## src/logic/apr_pkg.sv

```systemverilog
package apr_pkg;
	// register indices; byte address is four times the index
	localparam logic [5:0] APR_IDX_DAC_PATH = 6'h05;
	localparam logic [5:0] APR_IDX_ROUTING = 6'h06;
	localparam logic [5:0] APR_IDX_MIX_BOOST = 6'h15;
	localparam logic [5:0] APR_IDX_LEFT_VOL = 6'h18;
	localparam int APR_IDX_LSB = 2;
	localparam int APR_IDX_W = 6;
	localparam int APR_REG_W = 16;

	// power and path enables
	localparam int APR_B_SECOND_DAC_L = 13;
	localparam int APR_B_SECOND_DAC_R = 12;
	localparam int APR_B_FIRST_DAC_L = 9;
	localparam int APR_B_FIRST_DAC_R = 8;
	localparam int APR_B_CONV_L = 1;
	localparam int APR_B_CONV_R = 0;
	localparam logic [15:0] APR_MASK_DAC_PATH = 16'h3303;
	localparam logic [15:0] APR_RST_DAC_PATH = 16'h0000;

	// routing fields
	localparam int APR_F_MONO_LSB = 9;
	localparam int APR_F_ROUTE_LSB = 7;
	localparam int APR_B_FLOAT = 5;
	localparam int APR_F_REC_PIN_LSB = 3;
	localparam int APR_B_SECOND_REC = 2;
	localparam int APR_B_SECOND_PLAY = 1;
	localparam int APR_B_FIRST_PLAY = 0;
	localparam logic [15:0] APR_MASK_ROUTING = 16'h07bf;
	localparam logic [15:0] APR_RST_ROUTING = 16'h0000;

	// input mixer
	localparam int APR_B_BOOST_R = 8;
	localparam int APR_B_BOOST_L = 7;
	localparam int APR_B_CLAMP = 6;
	localparam logic [15:0] APR_MASK_MIX_BOOST = 16'h01c0;
	localparam logic [15:0] APR_RST_MIX_BOOST = 16'h0000;

	// left input amplifier volume
	localparam int APR_B_COMMIT = 8;
	localparam int APR_B_MUTE = 7;
	localparam int APR_B_ZC = 6;
	localparam int APR_GAIN_W = 5;
	localparam logic [15:0] APR_MASK_LEFT_VOL = 16'h00df;
	localparam logic [15:0] APR_RST_LEFT_VOL = 16'h008b;
	localparam logic [4:0] APR_RST_GAIN = 5'h0b;

	// two-bit selector codes
	localparam logic [1:0] APR_MONO_NONE = 2'h0;
	localparam logic [1:0] APR_MONO_ADC_L = 2'h1;
	localparam logic [1:0] APR_MONO_ADC_R = 2'h2;
	localparam logic [1:0] APR_ROUTE_BOTH_SECOND = 2'h0;
	localparam logic [1:0] APR_ROUTE_R_THIRD = 2'h1;
	localparam logic [1:0] APR_ROUTE_L_THIRD = 2'h2;
	localparam logic [1:0] APR_REC_FIRST_ADC = 2'h0;
	localparam logic [1:0] APR_REC_SECOND_ADC = 2'h1;
	localparam logic [1:0] APR_REC_SECOND_DAC = 2'h2;
	localparam logic [1:0] APR_REC_MONO = 2'h3;

	// volume commit sequencing
	typedef enum logic [0:0] {
		APR_VOL_IDLE,
		APR_VOL_WAIT_ZC
	} apr_vol_e;
endpackage

```

## src/logic/apr_route_if.sv

```systemverilog
`timescale 1ns/1ps
interface apr_route_if;
	logic first_dac_l_on;
	logic first_dac_r_on;
	logic second_dac_l_on;
	logic second_dac_r_on;
	logic [1:0] mono_sel;
	logic [1:0] route_sel;
	logic [1:0] rec_pin_sel;
	logic second_rec_sel;
	logic second_play_sel;
	logic first_play_sel;

	modport ctl (
		output first_dac_l_on, first_dac_r_on, second_dac_l_on,
		output second_dac_r_on, mono_sel, route_sel, rec_pin_sel,
		output second_rec_sel, second_play_sel, first_play_sel
	);
	modport route (
		input first_dac_l_on, first_dac_r_on, second_dac_l_on,
		input second_dac_r_on, mono_sel, route_sel, rec_pin_sel,
		input second_rec_sel, second_play_sel, first_play_sel
	);
endinterface

```

## src/logic/apr_regs.sv

```systemverilog
`timescale 1ns/1ps
// Functional notes
// RULE1 - second port left/right play paths enable
// RULE2 - first port left/right play paths enable
// RULE3 - mono output source select, code three reserved
// RULE4 - second port input route, code three reserved
// RULE5 - float bit releases third port pins
// RULE6 - float leaves non third port pins alone
// RULE7 - third port record pin source select
// RULE8 - pin nine must be assigned record data
// RULE9 - second port record and play sources
// RULE10 - first port play source select
// RULE11 - pin eight must be assigned play data
// RULE12 - right bypass boost sets +6/+15dB limit
// RULE13 - left bypass boost sets +6/+15dB limit
// RULE14 - input clamp on when bit set
// RULE15 - commit bit applies both amp volumes together
// RULE16 - left amp mute, resets muted
// RULE17 - zero cross gate delays gain change
// RULE18 - five bit left amp gain, resets 0_1011
// RULE19 - undefined bits zero, reserved codes unused
module apr_regs
	import apr_pkg::*;
(
	input wire logic ref_clk,
	input wire logic sys_rst,
	input wire logic wb_cyc_i,
	input wire logic wb_stb_i,
	input wire logic wb_we_i,
	input wire logic [7:0] wb_adr_i,
	input wire logic [3:0] wb_sel_i,
	input wire logic [31:0] wb_dat_i,
	output logic [31:0] wb_dat_o,
	output logic wb_ack_o,
	input wire logic first_play_pin,
	input wire logic second_play_pin,
	input wire logic shared_pin_eight_in,
	input wire logic first_rec_data,
	input wire logic second_rec_data,
	input wire logic second_adc_left,
	input wire logic second_adc_right,
	output logic first_dac_left_data,
	output logic first_dac_right_data,
	output logic second_dac_left_data,
	output logic second_dac_right_data,
	output logic second_rec_pin_data,
	input wire logic pin_nine_is_record,
	input wire logic pin_nine_alt_out,
	input wire logic pin_nine_alt_oe_n,
	output logic shared_pin_nine_out,
	output logic shared_pin_nine_oe_n,
	output logic left_converter_on,
	output logic right_converter_on,
	output logic right_bypass_gain_boost,
	output logic left_bypass_gain_boost,
	output logic inputs_clamp_on,
	input wire logic left_zero_cross,
	output logic left_input_amp_mute,
	output logic left_input_zero_cross_gate,
	output logic [APR_GAIN_W-1:0] left_input_amp_gain,
	output logic input_pair_volume_commit
);
	apr_route_if route_bus();

	logic [15:0] dac_path_power_control_ff;
	logic [15:0] port_routing_control_ff;
	logic [15:0] input_mixer_boost_control_ff;
	logic [15:0] left_input_pair_volume_ff;
	logic ack_ff;
	logic [31:0] rdat_ff;
	logic [APR_GAIN_W-1:0] gain_ff;
	logic commit_ff;
	logic third_rec_data;
	apr_vol_e vol_state_ff;
	apr_vol_e nxt_vol_state;
	logic wr_req;
	logic rd_req;
	logic [APR_IDX_W-1:0] idx;
	logic commit_write;
	logic apply_now;

	// register index from a byte address
	function automatic logic [APR_IDX_W-1:0] reg_index(
		input logic [7:0] adr
	);
		reg_index = adr[APR_IDX_LSB +: APR_IDX_W];
	endfunction

	// byte-lane merge of a write into a 16-bit register
	function automatic logic [15:0] lane_merge(
		input logic [15:0] old,
		input logic [31:0] wdat,
		input logic [3:0] lanes,
		input logic [15:0] mask
	);
		logic [15:0] merged;
		merged = old;
		if (lanes[0]) begin
			merged[7:0] = wdat[7:0];
		end
		if (lanes[1]) begin
			merged[15:8] = wdat[15:8];
		end
		lane_merge = merged & mask;
	endfunction

	// reads are latched at the edge that raises ack, writes land one edge later as ack drops
	assign wr_req = wb_cyc_i & wb_stb_i & wb_we_i & ack_ff;
	assign rd_req = wb_cyc_i & wb_stb_i & ~wb_we_i & ~ack_ff;
	assign idx = reg_index(wb_adr_i);
	assign wb_ack_o = ack_ff;
	assign wb_dat_o = rdat_ff;

	// bus acknowledge, every address answers so the bus never hangs
	always_ff @(posedge ref_clk) begin
		if (sys_rst) begin
			ack_ff <= 1'b0;
		end else begin
			ack_ff <= wb_cyc_i & wb_stb_i & ~ack_ff;
		end
	end

	// read data latched with the ack; the commit bit always reads zero
	always_ff @(posedge ref_clk) begin
		if (sys_rst) begin
			rdat_ff <= 32'h0000_0000;
		end else if (rd_req) begin
			// RULE19 unmapped and undefined bits read zero
			unique case (idx)
				APR_IDX_DAC_PATH: rdat_ff <= {16'h0000,
					dac_path_power_control_ff};
				APR_IDX_ROUTING: rdat_ff <= {16'h0000,
					port_routing_control_ff};
				APR_IDX_MIX_BOOST: rdat_ff <= {16'h0000,
					input_mixer_boost_control_ff};
				APR_IDX_LEFT_VOL: rdat_ff <= {16'h0000,
					left_input_pair_volume_ff};
				default: rdat_ff <= 32'h0000_0000;
			endcase
		end
	end

	// path and converter enables
	always_ff @(posedge ref_clk) begin
		if (sys_rst) begin
			dac_path_power_control_ff <= APR_RST_DAC_PATH;
		end else if (wr_req && idx == APR_IDX_DAC_PATH) begin
			// RULE1 enable bits stored, others dropped
			dac_path_power_control_ff <= lane_merge(
				dac_path_power_control_ff, wb_dat_i, wb_sel_i,
				APR_MASK_DAC_PATH);
		end
	end

	// routing selectors; reserved codes are stored but route nothing
	always_ff @(posedge ref_clk) begin
		if (sys_rst) begin
			port_routing_control_ff <= APR_RST_ROUTING;
		end else if (wr_req && idx == APR_IDX_ROUTING) begin
			// RULE19 undefined routing bits ignored
			port_routing_control_ff <= lane_merge(
				port_routing_control_ff, wb_dat_i, wb_sel_i,
				APR_MASK_ROUTING);
		end
	end

	// mixer boost and clamp controls
	always_ff @(posedge ref_clk) begin
		if (sys_rst) begin
			input_mixer_boost_control_ff <= APR_RST_MIX_BOOST;
		end else if (wr_req && idx == APR_IDX_MIX_BOOST) begin
			// RULE14 clamp and boost bits stored
			input_mixer_boost_control_ff <= lane_merge(
				input_mixer_boost_control_ff, wb_dat_i, wb_sel_i,
				APR_MASK_MIX_BOOST);
		end
	end

	// left amp volume; the mask strips the self-clearing commit bit
	always_ff @(posedge ref_clk) begin
		if (sys_rst) begin
			left_input_pair_volume_ff <= APR_RST_LEFT_VOL;
		end else if (wr_req && idx == APR_IDX_LEFT_VOL) begin
			// RULE18 pending gain, mute and gate stored
			left_input_pair_volume_ff <= lane_merge(
				left_input_pair_volume_ff, wb_dat_i, wb_sel_i,
				APR_MASK_LEFT_VOL);
		end
	end

	// RULE15 commit request decode
	assign commit_write = wr_req && idx == APR_IDX_LEFT_VOL && wb_sel_i[1]
		&& wb_dat_i[APR_B_COMMIT];
	// RULE17 gate decides between now and next zero cross
	assign apply_now = (commit_write && !wb_dat_i[APR_B_ZC])
		|| (vol_state_ff == APR_VOL_WAIT_ZC && left_zero_cross);

	// commit sequencing; a new commit while waiting keeps waiting
	always_comb begin
		nxt_vol_state = vol_state_ff;
		unique case (vol_state_ff)
			APR_VOL_IDLE: begin
				if (commit_write && wb_dat_i[APR_B_ZC]) begin
					nxt_vol_state = APR_VOL_WAIT_ZC;
				end
			end
			APR_VOL_WAIT_ZC: begin
				if (left_zero_cross) begin
					nxt_vol_state = APR_VOL_IDLE;
				end
			end
		endcase
	end

	always_ff @(posedge ref_clk) begin
		if (sys_rst) begin
			vol_state_ff <= APR_VOL_IDLE;
		end else begin
			vol_state_ff <= nxt_vol_state;
		end
	end

	// applied gain and the pulse that updates the right amp alongside
	always_ff @(posedge ref_clk) begin
		if (sys_rst) begin
			gain_ff <= APR_RST_GAIN;
			commit_ff <= 1'b0;
		end else begin
			commit_ff <= apply_now;
			if (apply_now) begin
				// RULE15 left applied with right commit pulse
				gain_ff <= commit_write ? wb_dat_i[APR_GAIN_W-1:0]
					: left_input_pair_volume_ff[APR_GAIN_W-1:0];
			end
		end
	end

	// controls handed to the data router
	always_comb begin
		route_bus.first_dac_l_on =
			dac_path_power_control_ff[APR_B_FIRST_DAC_L];
		route_bus.first_dac_r_on =
			dac_path_power_control_ff[APR_B_FIRST_DAC_R];
		route_bus.second_dac_l_on =
			dac_path_power_control_ff[APR_B_SECOND_DAC_L];
		route_bus.second_dac_r_on =
			dac_path_power_control_ff[APR_B_SECOND_DAC_R];
		route_bus.mono_sel = port_routing_control_ff[APR_F_MONO_LSB +: 2];
		route_bus.route_sel = port_routing_control_ff[APR_F_ROUTE_LSB +: 2];
		route_bus.rec_pin_sel =
			port_routing_control_ff[APR_F_REC_PIN_LSB +: 2];
		route_bus.second_rec_sel =
			port_routing_control_ff[APR_B_SECOND_REC];
		route_bus.second_play_sel =
			port_routing_control_ff[APR_B_SECOND_PLAY];
		route_bus.first_play_sel = port_routing_control_ff[APR_B_FIRST_PLAY];
	end

	// pin eight is taken as third port play data; software must assign it
	apr_route u_route (
		.ref_clk(ref_clk),
		.sys_rst(sys_rst),
		.sel(route_bus.route),
		.first_play_pin(first_play_pin),
		.second_play_pin(second_play_pin),
		.third_port_play_data(shared_pin_eight_in),
		.first_rec_data(first_rec_data),
		.second_rec_data(second_rec_data),
		.second_adc_left(second_adc_left),
		.second_adc_right(second_adc_right),
		.first_dac_left_ff(first_dac_left_data),
		.first_dac_right_ff(first_dac_right_data),
		.second_dac_left_ff(second_dac_left_data),
		.second_dac_right_ff(second_dac_right_data),
		.second_rec_pin_ff(second_rec_pin_data),
		.third_rec_pin_ff(third_rec_data)
	);

	// pin nine: record data only when assigned, otherwise its other user
	always_comb begin
		if (pin_nine_is_record) begin
			shared_pin_nine_out = third_rec_data;
			// RULE5 float releases the assigned pin
			shared_pin_nine_oe_n = port_routing_control_ff[APR_B_FLOAT];
		end else begin
			// RULE6 float ignored for other functions
			shared_pin_nine_out = pin_nine_alt_out;
			shared_pin_nine_oe_n = pin_nine_alt_oe_n;
		end
	end

	// analogue controls straight from the stored bits; gain and commit from gain_ff and commit_ff
	assign left_converter_on = dac_path_power_control_ff[APR_B_CONV_L];
	assign right_converter_on = dac_path_power_control_ff[APR_B_CONV_R];
	// RULE12 right boost raises limit
	assign right_bypass_gain_boost =
		input_mixer_boost_control_ff[APR_B_BOOST_R];
	// RULE13 left boost raises limit
	assign left_bypass_gain_boost =
		input_mixer_boost_control_ff[APR_B_BOOST_L];
	// RULE14 clamp output
	assign inputs_clamp_on = input_mixer_boost_control_ff[APR_B_CLAMP];
	// RULE16 mute acts at once, not held for commit
	assign left_input_amp_mute = left_input_pair_volume_ff[APR_B_MUTE];
	assign left_input_zero_cross_gate = left_input_pair_volume_ff[APR_B_ZC];
	assign left_input_amp_gain = gain_ff;
	assign input_pair_volume_commit = commit_ff;

	// RULE15 commit reaches the applied gain next cycle
	a_commit_now: assert property (@(posedge ref_clk) disable iff (sys_rst)
		commit_write && !wb_dat_i[APR_B_ZC] |=> input_pair_volume_commit
		&& left_input_amp_gain == $past(wb_dat_i[APR_GAIN_W-1:0])) // RULE15
		else $error("commit did not apply gain");
	// RULE17 gated change waits for the zero cross
	a_zc_wait: assert property (@(posedge ref_clk) disable iff (sys_rst)
		vol_state_ff == APR_VOL_WAIT_ZC && !left_zero_cross
		|=> $stable(left_input_amp_gain)) // RULE17
		else $error("gain changed before zero cross");
	// RULE17 zero cross ends the wait
	a_zc_apply: assert property (@(posedge ref_clk) disable iff (sys_rst)
		vol_state_ff == APR_VOL_WAIT_ZC && left_zero_cross
		|=> input_pair_volume_commit ##1 !input_pair_volume_commit) // RULE17
		else $error("zero cross did not commit once");
	// RULE5 floated record pin is released
	a_float_pin: assert property (@(posedge ref_clk) disable iff (sys_rst)
		pin_nine_is_record && port_routing_control_ff[APR_B_FLOAT]
		|-> shared_pin_nine_oe_n) // RULE5
		else $error("floated record pin still driven");
	// RULE6 other function keeps its own enable
	a_float_other: assert property (@(posedge ref_clk) disable iff (sys_rst)
		!pin_nine_is_record |-> shared_pin_nine_oe_n == pin_nine_alt_oe_n)
		// RULE6
		else $error("float touched a non third port pin");
	// RULE16 mute follows the register after a write
	a_mute_write: assert property (@(posedge ref_clk) disable iff (sys_rst)
		wr_req && idx == APR_IDX_LEFT_VOL && wb_sel_i[0]
		|=> left_input_amp_mute == $past(wb_dat_i[APR_B_MUTE])) // RULE16
		else $error("mute did not follow write");
	// RULE19 unmapped read returns zero with an ack
	a_unmapped_rd: assert property (@(posedge ref_clk) disable iff (sys_rst)
		rd_req && idx != APR_IDX_DAC_PATH && idx != APR_IDX_ROUTING
		&& idx != APR_IDX_MIX_BOOST && idx != APR_IDX_LEFT_VOL
		|=> wb_ack_o && wb_dat_o == 32'h0000_0000) // RULE19
		else $error("unmapped read not zero");
	// RULE1 ack is a single cycle pulse
	a_ack_pulse: assert property (@(posedge ref_clk) disable iff (sys_rst)
		wb_ack_o |=> !wb_ack_o) // RULE1
		else $error("ack held two cycles");
endmodule

```

## src/logic/apr_route.sv

```systemverilog
`timescale 1ns/1ps
module apr_route
	import apr_pkg::*;
(
	input wire logic ref_clk,
	input wire logic sys_rst,
	apr_route_if.route sel,
	input wire logic first_play_pin,
	input wire logic second_play_pin,
	input wire logic third_port_play_data,
	input wire logic first_rec_data,
	input wire logic second_rec_data,
	input wire logic second_adc_left,
	input wire logic second_adc_right,
	output logic first_dac_left_ff,
	output logic first_dac_right_ff,
	output logic second_dac_left_ff,
	output logic second_dac_right_ff,
	output logic second_rec_pin_ff,
	output logic third_rec_pin_ff
);
	logic first_play;
	logic second_play;
	logic mono;
	logic nxt_second_l;
	logic nxt_second_r;
	logic nxt_third_rec;

	// source pickers; pin eight always carries third port play data
	always_comb begin
		// RULE10 first play source
		first_play = sel.first_play_sel ? third_port_play_data : first_play_pin;
		// RULE9 second play source
		second_play = sel.second_play_sel ? third_port_play_data
			: second_play_pin;
		// RULE3 mono source, reserved code gives silence
		unique case (sel.mono_sel)
			APR_MONO_ADC_L: mono = second_adc_left;
			APR_MONO_ADC_R: mono = second_adc_right;
			default: mono = 1'b0;
		endcase
		// RULE4 second port input route, reserved code gives silence
		unique case (sel.route_sel)
			APR_ROUTE_BOTH_SECOND: begin
				nxt_second_l = second_play;
				nxt_second_r = second_play;
			end
			APR_ROUTE_R_THIRD: begin
				nxt_second_l = second_play;
				nxt_second_r = third_port_play_data;
			end
			APR_ROUTE_L_THIRD: begin
				nxt_second_l = third_port_play_data;
				nxt_second_r = second_play;
			end
			default: begin
				nxt_second_l = 1'b0;
				nxt_second_r = 1'b0;
			end
		endcase
		// RULE7 third port record pin source
		unique case (sel.rec_pin_sel)
			APR_REC_FIRST_ADC: nxt_third_rec = first_rec_data;
			APR_REC_SECOND_ADC: nxt_third_rec = second_rec_data;
			APR_REC_SECOND_DAC: nxt_third_rec = second_play;
			APR_REC_MONO: nxt_third_rec = mono;
		endcase
	end

	// registered outputs, disabled paths are held quiet
	always_ff @(posedge ref_clk) begin
		if (sys_rst) begin
			first_dac_left_ff <= 1'b0;
			first_dac_right_ff <= 1'b0;
			second_dac_left_ff <= 1'b0;
			second_dac_right_ff <= 1'b0;
			second_rec_pin_ff <= 1'b0;
			third_rec_pin_ff <= 1'b0;
		end else begin
			// RULE2 first port path gating
			first_dac_left_ff <= sel.first_dac_l_on & first_play;
			first_dac_right_ff <= sel.first_dac_r_on & first_play;
			// RULE1 second port path gating
			second_dac_left_ff <= sel.second_dac_l_on & nxt_second_l;
			second_dac_right_ff <= sel.second_dac_r_on & nxt_second_r;
			// RULE9 second record pin source
			second_rec_pin_ff <= sel.second_rec_sel ? third_port_play_data
				: second_rec_data;
			third_rec_pin_ff <= nxt_third_rec;
		end
	end

	// RULE1 disabled path stays quiet
	a_second_gate: assert property (@(posedge ref_clk) disable iff (sys_rst)
		!sel.second_dac_l_on |=> !second_dac_left_ff) // RULE1
		else $error("second port left path driven while off");
	// RULE7 mono code reaches record pin
	a_rec_mono: assert property (@(posedge ref_clk) disable iff (sys_rst)
		sel.rec_pin_sel == APR_REC_MONO && sel.mono_sel == APR_MONO_NONE
		|=> !third_rec_pin_ff) // RULE7
		else $error("record pin not silent with mono none");
endmodule

```

## config.mk

```make
export PLATFORM = sky130hd
export DESIGN_NAME = apr_regs
export DESIGN_NICKNAME = d
export VERILOG_FILES = /design/src/logic/apr_pkg.sv /design/src/logic/apr_route_if.sv /design/src/logic/apr_regs.sv /design/src/logic/apr_route.sv
export SDC_FILE = /design/constraint.sdc
export NUM_CORES = 1
export LEC_CHECK = 0
export ABC_AREA = 0
export BUFFER_PORTS_ARGS = -buffer_cell sky130_fd_sc_hd__buf_4
export CORE_MARGIN = 3
export CORE_UTILIZATION = 40
export DETAILED_ROUTE_END_ITERATION = 8
export MAX_ROUTING_LAYER = met4
export PLACE_DENSITY = 0.72
export SLEW_MARGIN = 25
export SYNTH_ARGS = -nofsm -noshare
export SYNTH_HDL_FRONTEND = slang
export SYNTH_SLANG_ARGS = --single-unit
```

## constraint.sdc

```tcl
create_clock -name ref_clk -period 1.9 [get_ports ref_clk]
set_input_delay 0.19 -clock ref_clk [delete_from_list [all_inputs] [get_ports ref_clk]]
set_output_delay 0.19 -clock ref_clk [all_outputs]
set_load 0.01 [all_outputs]
```

==> results.md <==
* Top-level port count at about 110
* DRT antenna net count at 0
* Synthesized area divided by synthesized cell count at 9.55 sq um
* Max Root-Sink Buffers at 2
* Horizontal die dimension at 84.6 um
* Worst path required time at 2.09 ns
* Worst-case setup margin in the final layout at 0.264 ns
* Arrival time reported for the critical path endpoint at approximately 1.8 ns
* Total number of clock tree sinks at 53
* GP Congestion at just over 0.8
* DPL Wire Length at 4.84 mm
* Final worst path period share at 86.1%
* Global router's overall resource usage at 18.2%
* Number of levels in the clock H-tree at 2
* Unique masters post-synth at 42
* Worst skew pair latency at 0.30 ns
* Net total in the final layout at 398
* Remaining global-route overflow at 0
* Cells after Synth at 259
* Number of buffers added by the clock tree synthesis step at 5
* Dominant synthesized flop cell: sky130_fd_sc_hd__dfxtp_1
* Per-cell via count in the routed design at slightly above 5
* Dominant delay contributor by cell family on the critical path: simple AND/OR/NAND/NOR gates
* Slowest cell on the critical path: sky130_fd_sc_hd__dfxtp_1
* Violation count after the first detailed-routing iteration at 155
* Via count of the first global-routing pass at 2120
* Clock tree from TritonCTS: done
* DRC Markers at 0
* Total count of hold-check failures in the final report at 0
* LEAKAGE at about 0.0014 uW
* Number of flops mapped to enable cells by yosys at 0
* Element type at the critical path start: flip-flop
* Crit path cell chain: nand4_1 -> nor4_4 -> buf_4 -> mux2i_1 -> a22oi_1
* Critical path start-end classification: reg -> reg
* Number of antenna violations at the first check in global routing at 0
* FMAX at 0.611 GHz
* Die height at about 85 um
* Final setup skew at approximately 0.009 ns
* Pin count of the biggest net entering global routing at 23
* Wire length of the first global-routing pass at 10.2 mm
* Minimum clock period after layout at 1.64 ns
* Initial cell density of the core at 41.5%
* Netlist area before placement at 2470 sq um
* Sort of element at the end of the critical path: flip-flop
* Slew at the pin closest to its max-slew limit at between 0.5 and 0.6 ns
* Signed area change from the synthesized netlist to the final layout at 27.6%
* Power density over the cells at 619 nW/um^2
* Worst IR Drop VDD at 0.355 mV
* Async SR Flop Fraction at 0%
* Area enclosed by the die boundary at 7160 sq um
* Clock transition time at the flip-flop clock pins of the worst setup and hold paths at 0.10 ns
* Number of core rows at 28
* Setup tns final at 0 ns
* Fin. max-slew vios at 0
* Warnings, synthesis at 0
* Count of final setup violators at 0
* Post-CTS Repair Setup Buffers at 0
* Routed wire per std cell at 15.1 um
* Post-cts gate resize count at 0
* Inserted Diodes at 0
* Port Buf Inserts at 70
* Synth Register Bits at 53
* CTS Root Cell: sky130_fd_sc_hd__clkbuf_8
* Relative slew slack at 66.0%
* Count of maximum capacitance violations at 0
* Proportion of synthesized chip area in sequential cells at 42.9%
* WP buf/inv at 1
* Worst-case setup slack after placement at 0.128 ns
* Delay of the slowest critical-path stage at about 0.42 ns
* Unrepaired setup endpoints after global routing: no
* Via count at 2119
* Final WL at 6.21 mm
* Run status: finished, final reports clean
* CTS Hold Bufs at 0
* Number of search-and-repair iterations in the first detailed-routing pass at 4
* CORE AREA at 5960 sq um
* Share of cells above drive strength 1 at approximately 29%
* Maximum fanout encountered on the critical timing path at 7
* Hold crit path type: in -> reg
[worst register-to-register path, stage by stage (launching register included)]
cell and delay, ns:
sky130_fd_sc_hd__dfxtp_1 0.42, sky130_fd_sc_hd__nand4_1 0.25, sky130_fd_sc_hd__nor4_4 0.34, sky130_fd_sc_hd__buf_4 0.20, sky130_fd_sc_hd__mux2i_1 0.21, sky130_fd_sc_hd__a22oi_1 0.10
[through the flow]
stage / power, uW / utilization, % / instance area, sq um / cells / hold slack, ns
6_report: 1950 / 53.0 / 3160 / 412 / 0.118
5_1_grt: 2030 / 53.0 / 3160 / 412 / 0.119
4_1_cts: 1970 / 53.0 / 3160 / 412 / 0.116
3_5_place_dp: 1320 / 51.4 / 3060 / 404 / 0.435
3_3_place_gp: 1310 / 51.4 / 3060 / 404 / 0.424
2_1_floorplan: 1240 / - / 2540 / 277 / 0.315
[synth_stat cells, drive strengths merged, types with 2 or more instances]
library cell	number	area, sq um
nand3b	4	30.0
mux2	2	22.5
dfxtp	53	1060
nand4	10	62.6
o21ai	6	30.0
nand2b	3	18.8
and3	3	18.8
a221oi	3	26.3
a21oi	9	45.0
inv	3	11.3
mux2i	30	300
o31ai	2	15.0
nor3	2	10.0
nor4b	2	38.8
buf	21	150
nor4	2	33.8
a22o	11	96.3
ha	2	25.0
nand3	8	40.0
and2	6	37.5
a22oi	10	75.1
clkbuf	7	26.3
nor2b	3	18.8
nor2	28	105
nand2	17	63.8
[flip-flops by register name, summed over array words and instances (netlist names), 3 cells and up]
| register | flops |
|---|---|
| dac_path_power_control_ff | 6 |
| input_mixer_boost_control_ff | 3 |
| left_input_amp_gain | 5 |
| left_input_pair_volume_ff | 7 |
| port_routing_control_ff | 10 |
| wb_dat_o | 13 |
[metal layers]
metal	up-vias	global-route usage (%)	wire, um
met4	0	3.88	43
met2	56	28.9	3040
li1	1054	-	-
met1	1002	23.9	2740
met5	-	-	0
met3	7	3.83	390
[final timing paths]
path,start,to,slack (ns),depth (start not counted)
worst min-delay path,wb_dat_i[5],port_routing_control_ff[5],0.12,3
worst max-delay path,wb_ack_o,left_input_amp_gain[1],0.26,5
worst min register to register,wb_dat_o[13],wb_dat_o[13],0.46,2
worst max register to register,wb_ack_o,left_input_amp_gain[1],0.26,5
[cell usage in the layout (no fill, tap or decap), types with 2 or more instances in the layout]
cell type | synthesis | final
sky130_fd_sc_hd__a22o_1 | 11 | 11
sky130_fd_sc_hd__nor2b_1 | 3 | 3
sky130_fd_sc_hd__mux2_2 | 2 | 2
sky130_fd_sc_hd__a221oi_1 | 3 | 3
sky130_fd_sc_hd__ha_1 | 2 | 2
sky130_fd_sc_hd__o31ai_1 | 2 | 2
sky130_fd_sc_hd__dfxtp_1 | 53 | 53
sky130_fd_sc_hd__nor2_1 | 28 | 28
sky130_fd_sc_hd__o21ai_0 | 5 | 5
sky130_fd_sc_hd__inv_1 | 3 | 3
sky130_fd_sc_hd__and3_1 | 3 | 3
sky130_fd_sc_hd__nand2b_1 | 3 | 3
sky130_fd_sc_hd__and2_1 | 5 | 5
sky130_fd_sc_hd__nand3_1 | 8 | 8
sky130_fd_sc_hd__clkbuf_8 | 0 | 6
sky130_fd_sc_hd__mux2i_1 | 30 | 30
sky130_fd_sc_hd__nand2_1 | 17 | 17
sky130_fd_sc_hd__a22oi_1 | 10 | 10
sky130_fd_sc_hd__a21oi_1 | 9 | 9
sky130_fd_sc_hd__buf_4 | 19 | 80
sky130_fd_sc_hd__nand4_1 | 10 | 10
sky130_fd_sc_hd__nand3b_1 | 4 | 4
sky130_fd_sc_hd__conb_1 | 1 | 19
sky130_fd_sc_hd__nor3_1 | 2 | 2
[power breakdown]
part           switching (uW)  internal [uW]  total [uW]
Clock                     365            296         661
Sequential               1.85           1110        1110
Combinational            99.0           77.9         177
Total                     466           1490        1950
[layout make-up]
type	instances	area [sq um]
Fill cell	580	2800
Multi-Input combinational cell	192	1290
Sequential cell	53	1060
Timing Repair Buffer	80	601
Tap cell	75	93.8
Clock buffer	6	82.6
Inverter	4	15.0
Clock inverter	2	13.8
[cells by family after synthesis]
group,synth area share (%)
simple gates,21.1
flops,42.9
compound gates,13.2
mux,14.0
buf+inv,7.74
fa+ha+maj,1.01
other cells,0.152
Power figures use the tool's default switching activity.
